<file path="src/sarb_pkg.sv">
// Constants shared by the shared-slave arbiter and its read tracker
`default_nettype none
package sarb_pkg;
   // *********************************************************
   // Register map
   // *********************************************************
   localparam logic [7:0] ADDR_SHARES = 8'h00;
   localparam logic [7:0] ADDR_STATUS = 8'h04;
   localparam logic [7:0] ADDR_LIMITS = 8'h08;
   localparam int         SHARE_W     = 8;
   localparam logic [7:0] SHARE_RST   = 8'h01;
   localparam int         STAT_OWNER  = 0;
   localparam int         STAT_LOCK   = 4;
   localparam int         STAT_CNT    = 8;
   localparam int         LIM_MW      = 0;
   localparam int         LIM_MR      = 8;
   localparam int         LIM_SR      = 16;
   // *********************************************************
   // Default limits
   // *********************************************************
   localparam int MW_LIMIT_DEF = 4;
   localparam int MR_LIMIT_DEF = 4;
   localparam int SR_LIMIT_DEF = 5;
   // *********************************************************
   // Arbiter phase
   // *********************************************************
   typedef enum logic {
      ST_OPEN   = 1'b0,
      ST_LOCKED = 1'b1
   } sarb_state_e;
endpackage : sarb_pkg
`default_nettype wire

</file>
<file path="src/sarb_ord_if.sv">
// Carrier between the arbiter and its read order queue
`timescale 1ns/1ps
`default_nettype none
interface sarb_ord_if #(
   parameter int IW  = 1,
   parameter int BCW = 4,
   parameter int CW  = 3
);
   logic           push;
   logic [IW-1:0]  push_id;
   logic [BCW-1:0] push_beats;
   logic           full;
   logic           pop;
   logic [IW-1:0]  head_id;
   logic [BCW-1:0] head_beats;
   logic           empty;
   logic [CW-1:0]  count;
   modport queue (input push, push_id, push_beats, pop,
                  output full, head_id, head_beats, empty, count);
   modport user  (output push, push_id, push_beats, pop,
                  input full, head_id, head_beats, empty, count);
endinterface : sarb_ord_if
`default_nettype wire

</file>
<file path="src/sarb_ord_fifo.sv">
// Order queue: which master owns each read still in flight
`timescale 1ns/1ps
`default_nettype none
module sarb_ord_fifo #(
   parameter int DEPTH = 5,
   parameter int IW    = 1,
   parameter int BCW   = 4,
   parameter int CW    = 3
) (
   input wire logic i_ref_clk,
   input wire logic i_reset_n,
   sarb_ord_if.queue q
);
   localparam int PW = (DEPTH > 1) ? $clog2(DEPTH) : 1;
   logic [IW-1:0]  id_mem [DEPTH];
   logic [BCW-1:0] bt_mem [DEPTH];
   logic [PW-1:0]  wr_ptr_r;
   logic [PW-1:0]  rd_ptr_r;
   logic [CW-1:0]  cnt_r;
   logic           do_push;
   logic           do_pop;

   assign do_push      = q.push && !q.full;
   assign do_pop       = q.pop && !q.empty;
   assign q.full       = (cnt_r == CW'(DEPTH));
   assign q.empty      = (cnt_r == '0);
   assign q.count      = cnt_r;
   assign q.head_id    = id_mem[rd_ptr_r];
   assign q.head_beats = bt_mem[rd_ptr_r];

   always_ff @(posedge i_ref_clk) begin
      if (do_push) begin
         id_mem[wr_ptr_r] <= q.push_id;
         bt_mem[wr_ptr_r] <= q.push_beats;
      end
   end

   always_ff @(posedge i_ref_clk or negedge i_reset_n) begin
      if (!i_reset_n) begin
         wr_ptr_r <= '0;
         rd_ptr_r <= '0;
         cnt_r    <= '0;
      end else begin
         if (do_push) begin
            wr_ptr_r <= (wr_ptr_r == PW'(DEPTH - 1)) ? '0 : wr_ptr_r + 1'b1;
         end
         if (do_pop) begin
            rd_ptr_r <= (rd_ptr_r == PW'(DEPTH - 1)) ? '0 : rd_ptr_r + 1'b1;
         end
         cnt_r <= cnt_r + CW'(do_push) - CW'(do_pop);
      end
   end
endmodule : sarb_ord_fifo
`default_nettype wire

</file>
<file path="src/sarb_top.sv">
// Weighted-share arbiter with pipelined read tracking for one shared slave
//
// Design decisions made here: the register addresses and register access over AHB-Lite.
`timescale 1ns/1ps
`default_nettype none
module sarb_top #(
   parameter int N_M     = 2,
   parameter int AW      = 16,
   parameter int DW      = 32,
   parameter int BCW     = 4,
   parameter int MW_LIM  = sarb_pkg::MW_LIMIT_DEF,
   parameter int MR_LIM  = sarb_pkg::MR_LIMIT_DEF,
   parameter int SR_LIM  = sarb_pkg::SR_LIMIT_DEF,
   parameter int FIX_LAT = 0
) (
   // Clock and reset
   input  wire logic             i_ref_clk,
   input  wire logic             i_reset_n,
   // AHB-Lite register port
   input  wire logic             i_hsel,
   input  wire logic [31:0]      i_haddr,
   input  wire logic [1:0]       i_htrans,
   input  wire logic             i_hwrite,
   input  wire logic [2:0]       i_hsize,
   input  wire logic [31:0]      i_hwdata,
   input  wire logic             i_hready,
   output logic      [31:0]      o_hrdata,
   output logic                  o_hreadyout,
   output logic                  o_hresp,
   // Master ports
   input  wire logic [N_M-1:0]     i_m_read,
   input  wire logic [N_M-1:0]     i_m_write,
   input  wire logic [N_M*AW-1:0]  i_m_addr,
   input  wire logic [N_M*DW-1:0]  i_m_wdata,
   input  wire logic [N_M*BCW-1:0] i_m_burstcount,
   output logic      [N_M-1:0]     o_m_waitrequest,
   output logic      [N_M-1:0]     o_m_readdatavalid,
   output logic      [DW-1:0]      o_m_readdata,
   // Shared slave port
   output logic                  o_s_read,
   output logic                  o_s_write,
   output logic      [AW-1:0]    o_s_addr,
   output logic      [DW-1:0]    o_s_wdata,
   output logic      [BCW-1:0]   o_s_burstcount,
   input  wire logic             i_s_waitrequest,
   input  wire logic             i_s_readdatavalid,
   input  wire logic [DW-1:0]    i_s_readdata
);
   localparam int IW     = (N_M > 1) ? $clog2(N_M) : 1;
   localparam int CW     = $clog2(SR_LIM + 1);
   localparam int RD_LIM = (MR_LIM < SR_LIM) ? MR_LIM : SR_LIM;
   localparam int LATW   = (FIX_LAT > 0) ? FIX_LAT : 1;
   localparam int SW     = sarb_pkg::SHARE_W;
   localparam logic [CW-1:0] RD_LIM_C = CW'(RD_LIM);

   // *********************************************************
   // Arbitration state
   // *********************************************************
   sarb_pkg::sarb_state_e state_r;
   logic [IW-1:0]  owner_r;
   logic [SW-1:0]  used_r;
   logic [BCW-1:0] beats_left_r;
   logic [SW-1:0]  shares_r [N_M];
   logic [CW-1:0]  cnt_r [N_M];
   logic [BCW-1:0] ret_cnt_r;
   logic [LATW-1:0] lat_sr_r;
   logic [N_M-1:0] rdv_r;
   logic [DW-1:0]  rdata_r;

   logic [N_M-1:0] req;
   logic [IW-1:0]  rr_idx;
   logic           rr_hit;
   logic [IW-1:0]  cand;
   logic [IW-1:0]  gnt_idx;
   logic [SW-1:0]  share_lim;
   logic           st_open;
   logic           fresh;
   logic           keep;
   logic [BCW-1:0] wbc;
   logic [CW-1:0]  cnt_g;
   logic           rd_ok;
   logic           acc_rd;
   logic           acc_wr;
   logic           done;
   logic           rvalid;
   logic           pop_now;

   sarb_ord_if #(.IW(IW), .BCW(BCW), .CW(CW)) ord ();

   sarb_ord_fifo #(
      .DEPTH (SR_LIM),
      .IW    (IW),
      .BCW   (BCW),
      .CW    (CW)
   ) u_ord (
      .i_ref_clk (i_ref_clk),
      .i_reset_n (i_reset_n),
      .q         (ord.queue)
   );

   assign req       = i_m_read | i_m_write;
   assign st_open   = (state_r == sarb_pkg::ST_OPEN);
   assign share_lim = (shares_r[owner_r] == '0) ? SW'(1) : shares_r[owner_r];

   // Round-robin search starting after the current owner
   always_comb begin
      rr_idx = owner_r;
      rr_hit = 1'b0;
      cand   = owner_r;
      for (int k = 1; k <= N_M; k++) begin
         cand = IW'((int'(owner_r) + k) % N_M);
         if (!rr_hit && req[cand]) begin
            rr_idx = cand;
            rr_hit = 1'b1;
         end
      end
   end

   // Owner keeps the slave while locked, while it requests with shares remaining, or while no master requests
   assign keep = !st_open
               || (req[owner_r] && used_r < share_lim)
               || !rr_hit;
   assign gnt_idx = keep ? owner_r : rr_idx;
   assign fresh   = (gnt_idx != owner_r) || (used_r >= share_lim);

   // *********************************************************
   // Slave side multiplexer
   // *********************************************************
   assign wbc   = i_m_burstcount[gnt_idx*BCW +: BCW];
   assign cnt_g = cnt_r[gnt_idx];
   assign rd_ok = st_open && !ord.full && (cnt_g < RD_LIM_C);

   assign o_s_read       = i_m_read[gnt_idx] && rd_ok;
   assign o_s_write      = i_m_write[gnt_idx];
   assign o_s_addr       = i_m_addr[gnt_idx*AW +: AW];
   assign o_s_wdata      = i_m_wdata[gnt_idx*DW +: DW];
   assign o_s_burstcount = wbc;

   assign acc_rd = o_s_read && !i_s_waitrequest;
   assign acc_wr = o_s_write && !i_s_waitrequest;

   // A share ends with a read command or the last beat of a write burst
   assign done = acc_rd
               || (acc_wr && st_open && wbc <= BCW'(1))
               || (acc_wr && !st_open && beats_left_r == BCW'(1));

   genvar gm;
   generate
      for (gm = 0; gm < N_M; gm++) begin : g_wait
         assign o_m_waitrequest[gm] = !((gnt_idx == IW'(gm))
            && ((i_m_read[gm] && rd_ok) || i_m_write[gm])
            && !i_s_waitrequest);
      end
   endgenerate

   // *********************************************************
   // Grant, share and burst lock registers
   // *********************************************************
   always_ff @(posedge i_ref_clk or negedge i_reset_n) begin
      if (!i_reset_n) begin
         state_r      <= sarb_pkg::ST_OPEN;
         owner_r      <= '0;
         used_r       <= '0;
         beats_left_r <= '0;
      end else if (st_open) begin
         if (acc_rd || acc_wr) begin
            owner_r <= gnt_idx;
            if (fresh) begin
               used_r <= done ? SW'(1) : '0;
            end else begin
               used_r <= used_r + SW'(done);
            end
         end
         if (acc_wr && wbc > BCW'(1)) begin
            state_r      <= sarb_pkg::ST_LOCKED;
            beats_left_r <= wbc - 1'b1;
         end
      end else if (acc_wr) begin
         beats_left_r <= beats_left_r - 1'b1;
         used_r       <= used_r + SW'(done);
         if (beats_left_r == BCW'(1)) begin
            state_r <= sarb_pkg::ST_OPEN;
         end
      end
   end

   // *********************************************************
   // Read return tracking
   // *********************************************************
   generate
      if (FIX_LAT > 0) begin : g_fix
         always_ff @(posedge i_ref_clk or negedge i_reset_n) begin
            if (!i_reset_n) begin
               lat_sr_r <= '0;
            end else begin
               lat_sr_r <= LATW'({lat_sr_r, acc_rd});
            end
         end
         assign rvalid = lat_sr_r[LATW-1];
      end else begin : g_var
         assign lat_sr_r = '0;
         assign rvalid   = i_s_readdatavalid;
      end
   endgenerate

   assign ord.push       = acc_rd;
   assign ord.push_id    = gnt_idx;
   assign ord.push_beats = (FIX_LAT > 0 || wbc == '0) ? BCW'(1) : wbc;
   assign pop_now        = rvalid && !ord.empty
                         && (ret_cnt_r + 1'b1 == ord.head_beats);
   assign ord.pop        = pop_now;

   always_ff @(posedge i_ref_clk or negedge i_reset_n) begin
      if (!i_reset_n) begin
         ret_cnt_r <= '0;
      end else if (pop_now) begin
         ret_cnt_r <= '0;
      end else if (rvalid && !ord.empty) begin
         ret_cnt_r <= ret_cnt_r + 1'b1;
      end
   end

   // Per-master outstanding reads, bounded by RD_LIM, the lesser of MR_LIM and SR_LIM
   generate
      for (gm = 0; gm < N_M; gm++) begin : g_cnt
         always_ff @(posedge i_ref_clk or negedge i_reset_n) begin
            if (!i_reset_n) begin
               cnt_r[gm] <= '0;
            end else begin
               cnt_r[gm] <= cnt_r[gm]
                  + CW'(acc_rd && gnt_idx == IW'(gm))
                  - CW'(pop_now && ord.head_id == IW'(gm));
            end
         end
      end
   endgenerate

   // Returned words are steered to the owner of the oldest read
   always_ff @(posedge i_ref_clk or negedge i_reset_n) begin
      if (!i_reset_n) begin
         rdv_r   <= '0;
         rdata_r <= '0;
      end else begin
         rdv_r <= '0;
         if (rvalid && !ord.empty) begin
            rdv_r[ord.head_id] <= 1'b1;
            rdata_r            <= i_s_readdata;
         end
      end
   end

   assign o_m_readdatavalid = rdv_r;
   assign o_m_readdata      = rdata_r;

   // *********************************************************
   // AHB-Lite register slave
   // *********************************************************
   logic           ahb_wr_r;
   logic [7:0]     ahb_addr_r;
   logic [31:0]    hrdata_r;
   logic           ahb_start;
   logic           sh_wr;
   logic [31:0]    sh_pack;
   logic [31:0]    rd_val;

   assign ahb_start = i_hsel && i_hready && i_htrans[1];
   assign sh_wr     = ahb_wr_r && (ahb_addr_r == sarb_pkg::ADDR_SHARES);

   always_comb begin
      sh_pack = '0;
      for (int m = 0; m < N_M && m < 32 / SW; m++) begin
         sh_pack[m*SW +: SW] = sh_wr ? i_hwdata[m*SW +: SW] : shares_r[m];
      end
      rd_val = '0;
      unique case (i_haddr[7:0])
         sarb_pkg::ADDR_SHARES: rd_val = sh_pack;
         sarb_pkg::ADDR_STATUS: begin
            rd_val[sarb_pkg::STAT_OWNER +: IW] = owner_r;
            rd_val[sarb_pkg::STAT_LOCK]        = !st_open;
            rd_val[sarb_pkg::STAT_CNT +: CW]   = ord.count;
         end
         sarb_pkg::ADDR_LIMITS: begin
            rd_val[sarb_pkg::LIM_MW +: 8] = 8'(MW_LIM);
            rd_val[sarb_pkg::LIM_MR +: 8] = 8'(MR_LIM);
            rd_val[sarb_pkg::LIM_SR +: 8] = 8'(SR_LIM);
         end
         default: rd_val = '0;
      endcase
   end

   always_ff @(posedge i_ref_clk or negedge i_reset_n) begin
      if (!i_reset_n) begin
         ahb_wr_r   <= 1'b0;
         ahb_addr_r <= '0;
         hrdata_r   <= '0;
      end else begin
         ahb_wr_r   <= ahb_start && i_hwrite;
         ahb_addr_r <= i_haddr[7:0];
         if (ahb_start && !i_hwrite) begin
            hrdata_r <= rd_val;
         end
      end
   end

   // Shares reset to one each
   generate
      for (gm = 0; gm < N_M; gm++) begin : g_shr
         always_ff @(posedge i_ref_clk or negedge i_reset_n) begin
            if (!i_reset_n) begin
               shares_r[gm] <= sarb_pkg::SHARE_RST;
            end else if (sh_wr && gm < 32 / SW) begin
               shares_r[gm] <= i_hwdata[(gm % (32 / SW))*SW +: SW];
            end
         end
      end
   endgenerate

   assign o_hrdata    = hrdata_r;
   assign o_hreadyout = 1'b1;
   assign o_hresp     = 1'b0;
endmodule : sarb_top
`default_nettype wire

</file>
<file path="config.mk">
export PLATFORM = sky130hd
export DESIGN_NAME = sarb_top
export DESIGN_NICKNAME = d
export VERILOG_FILES = /design/src/sarb_pkg.sv /design/src/sarb_ord_if.sv /design/src/sarb_ord_fifo.sv /design/src/sarb_top.sv
export SDC_FILE = /design/constraint.sdc
export NUM_CORES = 1
export LEC_CHECK = 0
export ABC_AREA = 1
export BUFFER_PORTS_ARGS = -buffer_cell sky130_fd_sc_hd__buf_2
export CAP_MARGIN = 10
export CORE_AREA = 2 2 133 135
export CTS_BUF_LIST = sky130_fd_sc_hd__clkbuf_4 sky130_fd_sc_hd__clkbuf_8
export DETAILED_ROUTE_END_ITERATION = 8
export DIE_AREA = 0 0 135 137
export MAX_ROUTING_LAYER = met4
export PLACE_DENSITY = 0.76
export SYNTH_ARGS = -nofsm -noshare
export SYNTH_HDL_FRONTEND = slang
export SYNTH_SLANG_ARGS = --single-unit
export TNS_END_PERCENT = 1
</file>
<file path="constraint.sdc">
create_clock -name i_ref_clk -period 5.54 [get_ports i_ref_clk]
set_input_delay 0.554 -clock i_ref_clk [delete_from_list [all_inputs] [get_ports i_ref_clk]]
set_output_delay 0.554 -clock i_ref_clk [all_outputs]
set_load 0.01 [all_outputs]
</file>
Yosys cells after proc, flatten, opt, wreduce, memory -nomap -nowiden
Memories as Yosys holds them, arrays and structs flattened.
Index checks and enable logic that the tools add are counted.

storage, ports and cells
  input port bits = 216
  memories = 2
  memory bits (writable) = 25
  output and inout port bits = 124
  logic and storage cells = 175
  flip-flop bits (word level) = 116

memory list
  name          words  bits a word  read ports  clocked after memory_dff  write ports  RTL line             RTL
  u_ord.bt_mem  5      4            1           0                         1            sarb_ord_fifo.sv:16  logic [BCW-1:0] bt_mem [DEPTH];
  u_ord.id_mem  5      1            1           0                         1            sarb_ord_fifo.sv:15  logic [IW-1:0] id_mem [DEPTH];

cells by class
  bitwise gates (word level) = 6
  magnitude comparators = 13
  equality and inequality tests = 9
  shift-type cells = 3
  muxes and demuxes = 52
  $add $sub $neg = 14
  reduce and logical (&&, ||, !) cells = 59

operators by type and width
  kind                                                 count
  2-to-1 mux 8 bit                                     10
  variable part select 64 x 7 -> 32 bit                1
  logical AND 1 bit                                    32
  variable part select 32 x 6 -> 16 bit                1
  zero test 8 bit                                      3
  2-to-1 mux 4 bit                                     6
  2-to-1 mux 1 bit                                     23
  2-to-1 mux 3 bit                                     6
  one-hot mux 8 bit (2 select lines)                   1
  < comparator 1 x 2 -> 1 bit, second input constant   5
  adder 3 x 1 -> 3 bit                                 3
  equality test 3 bit, second input constant           3
  one-hot mux 3 bit (3 select lines)                   1
  subtractor 3 x 1 -> 3 bit                            3
  adder 8 x 1 -> 8 bit                                 1
  equality test 8 x 3 -> 1 bit, second input constant  1
  equality test 8 x 4 -> 1 bit, second input constant  1
  greater-or-equal comparator 8 bit                    1
  zero test 1 bit                                      8
  logical OR 1 bit                                     8
  < comparator 8 bit                                   1
  variable part select 8 x 4 -> 4 bit                  1
  subtractor 4 x 1 -> 4 bit, second input constant     2
  adder 3 x 1 -> 3 bit, second input constant          2
  22 further kinds                                     32

Logic depth before layout (Yosys ltp)
  depth in word-level cells = 25
  mapped depth = 32
  depth with buffers taken out = 30

By module
A second synthesis with hierarchy kept.

second synthesis, totals
  cells, all modules = 941
  area, all modules = 7,414.6 µm²

modules (own cells, without submodules)
  module         area each (µm²)  cells an instance  times used
  sarb_top       5,796.8          772                1
  sarb_ord_fifo  1,617.8          169                1

Worst setup path before layout
Ideal clock, no wire load.

  path type = register to register
  from = reg owner_r
  to = reg used_r[6]
  stages on the path, launching flop included = 31
  path buffers = 2
  clock period less this slack = 3.972 ns
  setup slack = 1.568 ns
  library setup time = 0.065 ns
  data arrival time = 3.906 ns
  path through = dfrtp_1 > clkbuf_1 > mux2i_1 > nand3_1 > o22ai_1 > ha_1 > inv_1 > nand2_1 > nand2_1 > nand2_1 > nand2_1 > nand2_1 > nand2_1 > a21oi_4 > nand2_4 > buf_4 > o21ai_4 > inv_1 > ha_1 > nor2_1 > nor2_1 > nand2_1 > nand3_1 > ha_1 > ha_1 > nand3_1 > inv_1 > nand3_1 > xnor2_1 > o211ai_1 > nand2_1

RTL lines
  item                                                 RTL line                          RTL
  from (decl)                                          sarb_top.sv:60                    logic [IW-1:0] owner_r;
  from (signal assigned)                               sarb_top.sv:167                   owner_r <= gnt_idx;
  inverter 1 -> 2 bit (not written as such)            sarb_top.sv:103                   assign share_lim = (shares_r[owner_r] == '0) ? SW'(1) : shares_r[owner_r];
  2-to-1 mux 8 bit (not written as such) (3 in a row)  sarb_top.sv:103
  zero test 8 bit                                      sarb_top.sv:103
  2-to-1 mux 8 bit                                     sarb_top.sv:103
  < comparator 8 bit                                   sarb_top.sv:121                   || (req[owner_r] && used_r < share_lim)
  logical AND 1 bit                                    sarb_top.sv:121
  logical OR 1 bit                                     sarb_top.sv:121
  logical OR 1 bit                                     sarb_top.sv:122                   || !rr_hit;
  (+2 left out)                                        -
  via o_s_burstcount[0]                                sarb_top.sv:44                    output logic [BCW-1:0] o_s_burstcount,
  less-or-equal comparator 4 x 1 -> 1 bit (*)          sarb_top.sv:144                   || (acc_wr && st_open && wbc <= BCW'(1))
  logical AND 1 bit (*)                                sarb_top.sv:144
  logical OR 1 bit (*)                                 sarb_top.sv:144
  logical OR 1 bit (*)                                 sarb_top.sv:145                   || (acc_wr && !st_open && beats_left_r == BCW'(1));
  adder 8 x 1 -> 8 bit (*)                             sarb_top.sv:171, sarb_top.sv:180
  2-to-1 mux 8 bit                                     sarb_top.sv:168                   if (fresh) begin
  2-to-1 mux 8 bit                                     sarb_top.sv:166                   if (acc_rd || acc_wr) begin
  2-to-1 mux 8 bit (*)                                 sarb_top.sv:165                   end else if (st_open) begin
  to (signal assigned)                                 sarb_top.sv:169                   used_r <= done ? SW'(1) : '0;
  to (signal assigned)                                 sarb_top.sv:171                   used_r <= used_r + SW'(done);
  to (signal assigned)                                 sarb_top.sv:180                   used_r <= used_r + SW'(done);
  to (decl)                                            sarb_top.sv:61                    logic [SW-1:0] used_r;

Mark *: on every way through the listed nets, which the timed path passes. The rest lies on a longest branch. The select of a mux whose other input is x is not followed.
A chain may end at the register's enable or synchronous reset.

Worst setup path in the final report
  from = reg owner_r
  to = reg cnt_r[2] (netlist name)

on the way
  word-level cells in the longest chain between the ends = 22

RTL lines
  item                                                 RTL line         RTL
  inverter 1 -> 2 bit (not written as such)            sarb_top.sv:103
  2-to-1 mux 8 bit (not written as such) (3 in a row)  sarb_top.sv:103
  zero test 8 bit                                      sarb_top.sv:103
  2-to-1 mux 8 bit                                     sarb_top.sv:103
  < comparator 8 bit                                   sarb_top.sv:121
  logical AND 1 bit                                    sarb_top.sv:121
  logical OR 1 bit                                     sarb_top.sv:121
  logical OR 1 bit                                     sarb_top.sv:122
  (+2 left out)                                        -
  2-to-1 mux 3 bit (not written as such) (3 in a row)  sarb_top.sv:130  assign cnt_g = cnt_r[gnt_idx];
  < comparator 3 bit                                   sarb_top.sv:131  assign rd_ok = st_open && !ord.full && (cnt_g < RD_LIM_C);
  logical AND 1 bit                                    sarb_top.sv:131
  logical AND 1 bit                                    sarb_top.sv:133  assign o_s_read = i_m_read[gnt_idx] && rd_ok;
  logical AND 1 bit                                    sarb_top.sv:139  assign acc_rd = o_s_read && !i_s_waitrequest;
  logical AND 1 bit (*)                                sarb_top.sv:231  + CW'(acc_rd && gnt_idx == IW'(gm))
  adder 3 x 1 -> 3 bit (*)                             sarb_top.sv:231
  subtractor 3 x 1 -> 3 bit (*)                        sarb_top.sv:232  - CW'(pop_now && ord.head_id == IW'(gm));
  to (signal, indexed assignment)                      sarb_top.sv:230  cnt_r[gm] <= cnt_r[gm]
  to (decl)                                            sarb_top.sv:64   logic [CW-1:0] cnt_r [N_M];

Every way passes the cells marked *; elsewhere a longest branch is shown, timed or not. The select of a mux whose other input is x is not followed.

==> metrics.cfg <==
[setup_path]
crit_path_start_kind = flop
timing_worst_setup_path_type = reg -> reg
regToRegStartpoint = owner_r$_DFFE_PN0P_
crit_start = owner_r$_DFFE_PN0P_
cp-end-kind = flop
timing.critical_path.required_ns = 5.91
worstRegToRegCells = 25
worstReg2RegEnd = cnt_r[2]$_DFF_PN0_
critPathMaxFanout = 26
r2r_setup_slack_ns = 1.03
worst_endpoint_data_arrival_time_ns = 4.88

[pwr]
power.leakage_nw = 5.147
vdd.ir_drop.worst_mv = 0.2356
finalPower_w = 0.003753
power-per-cell-area_mw_per_mm2 = 412.6

[synth]
synthDominantCellAreaShare_pct = 37.38
post_synth_num_cell_types = 50
synth_top_area_cell = sky130_fd_sc_hd__dfrtp_1
ys_seq_elements = 134
synth-seq-area-share_pct = 48.59
yosys_warnings = 0
post_synth.cell_area_avg_sq_um = 8.012
post_synth_main_area_contributors = sky130_fd_sc_hd__dfrtp_1, sky130_fd_sc_hd__nand2_1, sky130_fd_sc_hd__edfxtp_1
postSynthCellCount = 894
syn_area_sq_mm = 0.007163

[cts]
clock_latency_ns = 0.45
numCtsBuffers = 17
clock_sink_count = 134
cts_htree_levels = 4
cts.repair_timing.setup_buffer_count = 0
clk_transition_reported_paths_ns = 0.07
clock_path_buffers = 2
hold_buffers = 0
number_of_instances_resized_during_post_cts_repair = 0
tritoncts = built
root_buffer = sky130_fd_sc_hd__clkbuf_8

[routing]
post_drt_wl_per_cell_microns = 14.32
vias = 6499
route.detailed.drc = 0
route.antenna.remaining_nets = 0
detailed_router_s_first_iteration_violation_count = 355
routed_via_density = 4.636
routed_wl_microns = 20070
count_of_tritonroute_iterations_in_the_first_routing_pass = 5

[floorplanning]
placementRows = 48
starting_utilization_of_the_core_area_pct = 42.00
die_width_microns = 135
io-pin-count = 340
die_area_sq_mm = 0.01850
fp.coreArea_sq_mm = 0.01706
dieHeight_microns = 137

[place]
io_buffer_count = 279
placedCellCount = 1370
post-dp-hpwl_microns = 15580
gpl.final_weighted_congestion = 0.9264

[sta]
maxSlewViolCount = 0
worst_clock_skew_ns = 0.007740
finalHoldWorstSlack_ns = 0.1301
period_utilization_post_route_pct = 81.44
post-route-min-period_ns = 4.512
timing.final.setup_violations = 0
hold_fails_final_rpt = 0
relSlewSlack_pct = 28.09
fmax_mhz = 221.7
tightest_pin_transition_ns = 1.077
setup_repair_after_global_routing_missed_its_margin = false
final.setup.tns_ns = 0

[cells_and_area]
final-seq-area_sq_mm = 0.003481
multi_input_comb_area_sq_mm = 0.003122
final_nets = 1409
fillerInstances = 1627
final_cell_count_no_fill = 1402
drive_above_1_share_pct = 29.06
number_of_diodes_added_for_antenna_fixing = 0
flow.area_growth_from_synthesis_pct = 26.99

[hold_path]
min_path_type = in -> async

[run]
maxCapViolCount = 0

[global_routing]
grt_util_all_layers_pct = 22.53
largest_net_degree_at_the_start_of_global_routing = 57
grt_first_pass_wirelength_microns = 30600
grt_pass1_vias = 6087
antenna_found_initial = 0
gr-total-overflow = 0

[run_status]
status = finished, final reports clean

## synth_stat cells, drive strengths merged
library cell / count
o2111ai: 1
nor2: 53
xor2: 10
conb: 2
or2: 2
a21oi: 14
dfstp: 2
o21ai: 62
inv: 97
a21o: 1
fa: 3
nand4: 6
buf: 26
o221ai: 2
mux2: 1
a41oi: 1
and2: 2
nand3b: 2
mux2i: 7
nand2: 364
nor4: 7
o22ai: 6
xnor2: 3
dfrtp: 107
clkbuf: 22
o31ai: 2
nand3: 27
ha: 26
a31oi: 1
a211o: 1
nor3: 5
edfxtp: 25
o211ai: 3
a21boi: 1
## flip-flops by register name, indices dropped and copies added, names as in the netlist, 5 cells and up
name	flops
ahb_addr_r	8
cnt_r	6
o_hrdata	17
o_m_readdata	32
shares_r	16
u_ord.bt_mem	20
u_ord.id_mem	5
used_r	8
## final cells by class
cell class / instances / area share, %
well taps: 225 / 3.095
flip-flops and latches: 134 / 38.27
clock inverters: 14 / 1.719
clock buffers: 18 / 2.724
multi-input cells: 629 / 34.32
inverters: 97 / 4.003
repair buffers: 285 / 15.87
## metrics by stage
| step | instance area (sq um) | utilization [%] | setup slack [ns] |
|---|---|---|---|
| 2_1_floorplan | 7216 | - | 1.568 |
| 3_3_place_gp | 8692 | 50.96 | 1.070 |
| 3_5_place_dp | 8692 | 50.96 | 1.007 |
| 4_1_cts | 9096 | 53.33 | 1.010 |
| 5_1_grt | 9096 | 53.33 | 0.5608 |
| 6_report | 9096 | 53.33 | 1.028 |
## per-layer routing
metal  vias up  global-route usage, %  share of wire (%)
met4         0                  7.755                2.3
met5         -                      -                  0
met3        31                  10.78                 10
met2       215                  35.03                 46
li1       3327                      -                  -
met1      2926                  25.59                 41
## worst max path at each step
stage | to | slack (ns) | depth (start not counted)
after global placement | cnt_r[2]$_DFF_PN0_ | 1.07 | 25
after floorplan | used_r[6]$_DFFE_PN0P_ | 1.57 | 30
final | cnt_r[2]$_DFF_PN0_ | 1.03 | 25
after CTS | cnt_r[2]$_DFF_PN0_ | 1.01 | 23
after detailed placement | cnt_r[2]$_DFF_PN0_ | 1.01 | 23
after global routing | cnt_r[2]$_DFF_PN0_ | 0.56 | 23
## cells in the final DEF (no fill, tap or decap), types with 3 or more instances in the layout
cell / netlist / final
sky130_fd_sc_hd__a21oi_1: 11 / 11
sky130_fd_sc_hd__buf_2: 4 / 278
sky130_fd_sc_hd__buf_4: 20 / 7
sky130_fd_sc_hd__bufinv_16: 0 / 3
sky130_fd_sc_hd__clkbuf_8: 0 / 18
sky130_fd_sc_hd__clkinv_2: 0 / 6
sky130_fd_sc_hd__conb_1: 2 / 16
sky130_fd_sc_hd__dfrtp_1: 107 / 107
sky130_fd_sc_hd__edfxtp_1: 25 / 25
sky130_fd_sc_hd__fa_1: 3 / 3
sky130_fd_sc_hd__ha_1: 26 / 26
sky130_fd_sc_hd__inv_1: 93 / 93
sky130_fd_sc_hd__inv_2: 4 / 4
sky130_fd_sc_hd__mux2i_1: 7 / 7
sky130_fd_sc_hd__nand2_1: 360 / 360
sky130_fd_sc_hd__nand3_1: 26 / 26
sky130_fd_sc_hd__nand4_1: 5 / 5
sky130_fd_sc_hd__nor2_1: 52 / 52
sky130_fd_sc_hd__nor3_1: 4 / 3
sky130_fd_sc_hd__nor4_1: 6 / 6
sky130_fd_sc_hd__o211ai_1: 3 / 3
sky130_fd_sc_hd__o21ai_0: 50 / 50
sky130_fd_sc_hd__o21ai_1: 10 / 10
sky130_fd_sc_hd__o22ai_1: 6 / 6
sky130_fd_sc_hd__xnor2_1: 3 / 3
sky130_fd_sc_hd__xor2_1: 10 / 10
## power by group
group	switching (W)	total, W	internal [W]
logic	0.00101	0.00156	0.000549
registers	0.000154	0.00137	0.00121
clock network	0.000379	0.000831	0.000452
total	0.00154	0.00375	0.00221
## logic make-up after synthesis
kind of cell	after synthesis	synth area share [%]
buf+inv	145	8.821
compound gates	95	7.843
simple gates	468	26.53
other cells	2	0.1048
fa+ha+maj	29	5.380
xor+xnor	13	1.590
flops	134	48.59
mux	8	1.135
## critical path, stage by stage (launching register included)
cell and delay (ns):
sky130_fd_sc_hd__dfrtp_1 0.76, sky130_fd_sc_hd__mux2i_1 0.34, sky130_fd_sc_hd__nand4_1 0.13, sky130_fd_sc_hd__o22ai_1 0.14, sky130_fd_sc_hd__ha_1 0.16, sky130_fd_sc_hd__inv_1 0.04, sky130_fd_sc_hd__nand2_1 0.04, sky130_fd_sc_hd__nand2_1 0.04
sky130_fd_sc_hd__nand2_1 0.05, sky130_fd_sc_hd__nand2_1 0.04, sky130_fd_sc_hd__nand2_1 0.08, sky130_fd_sc_hd__nand3_1 0.07, sky130_fd_sc_hd__nand2_1 0.06, sky130_fd_sc_hd__nand2_1 0.16, sky130_fd_sc_hd__nand2_4 0.36, sky130_fd_sc_hd__nand2_1 0.08
sky130_fd_sc_hd__nand2_1 0.13, sky130_fd_sc_hd__nand4_4 0.20, sky130_fd_sc_hd__inv_2 0.20, sky130_fd_sc_hd__nand2_1 0.07, sky130_fd_sc_hd__ha_1 0.28, sky130_fd_sc_hd__inv_1 0.04, sky130_fd_sc_hd__ha_1 0.18, sky130_fd_sc_hd__fa_1 0.38
sky130_fd_sc_hd__xnor2_1 0.21, sky130_fd_sc_hd__xor2_1 0.17
Note: power is estimated with default switching activity, not from simulation.
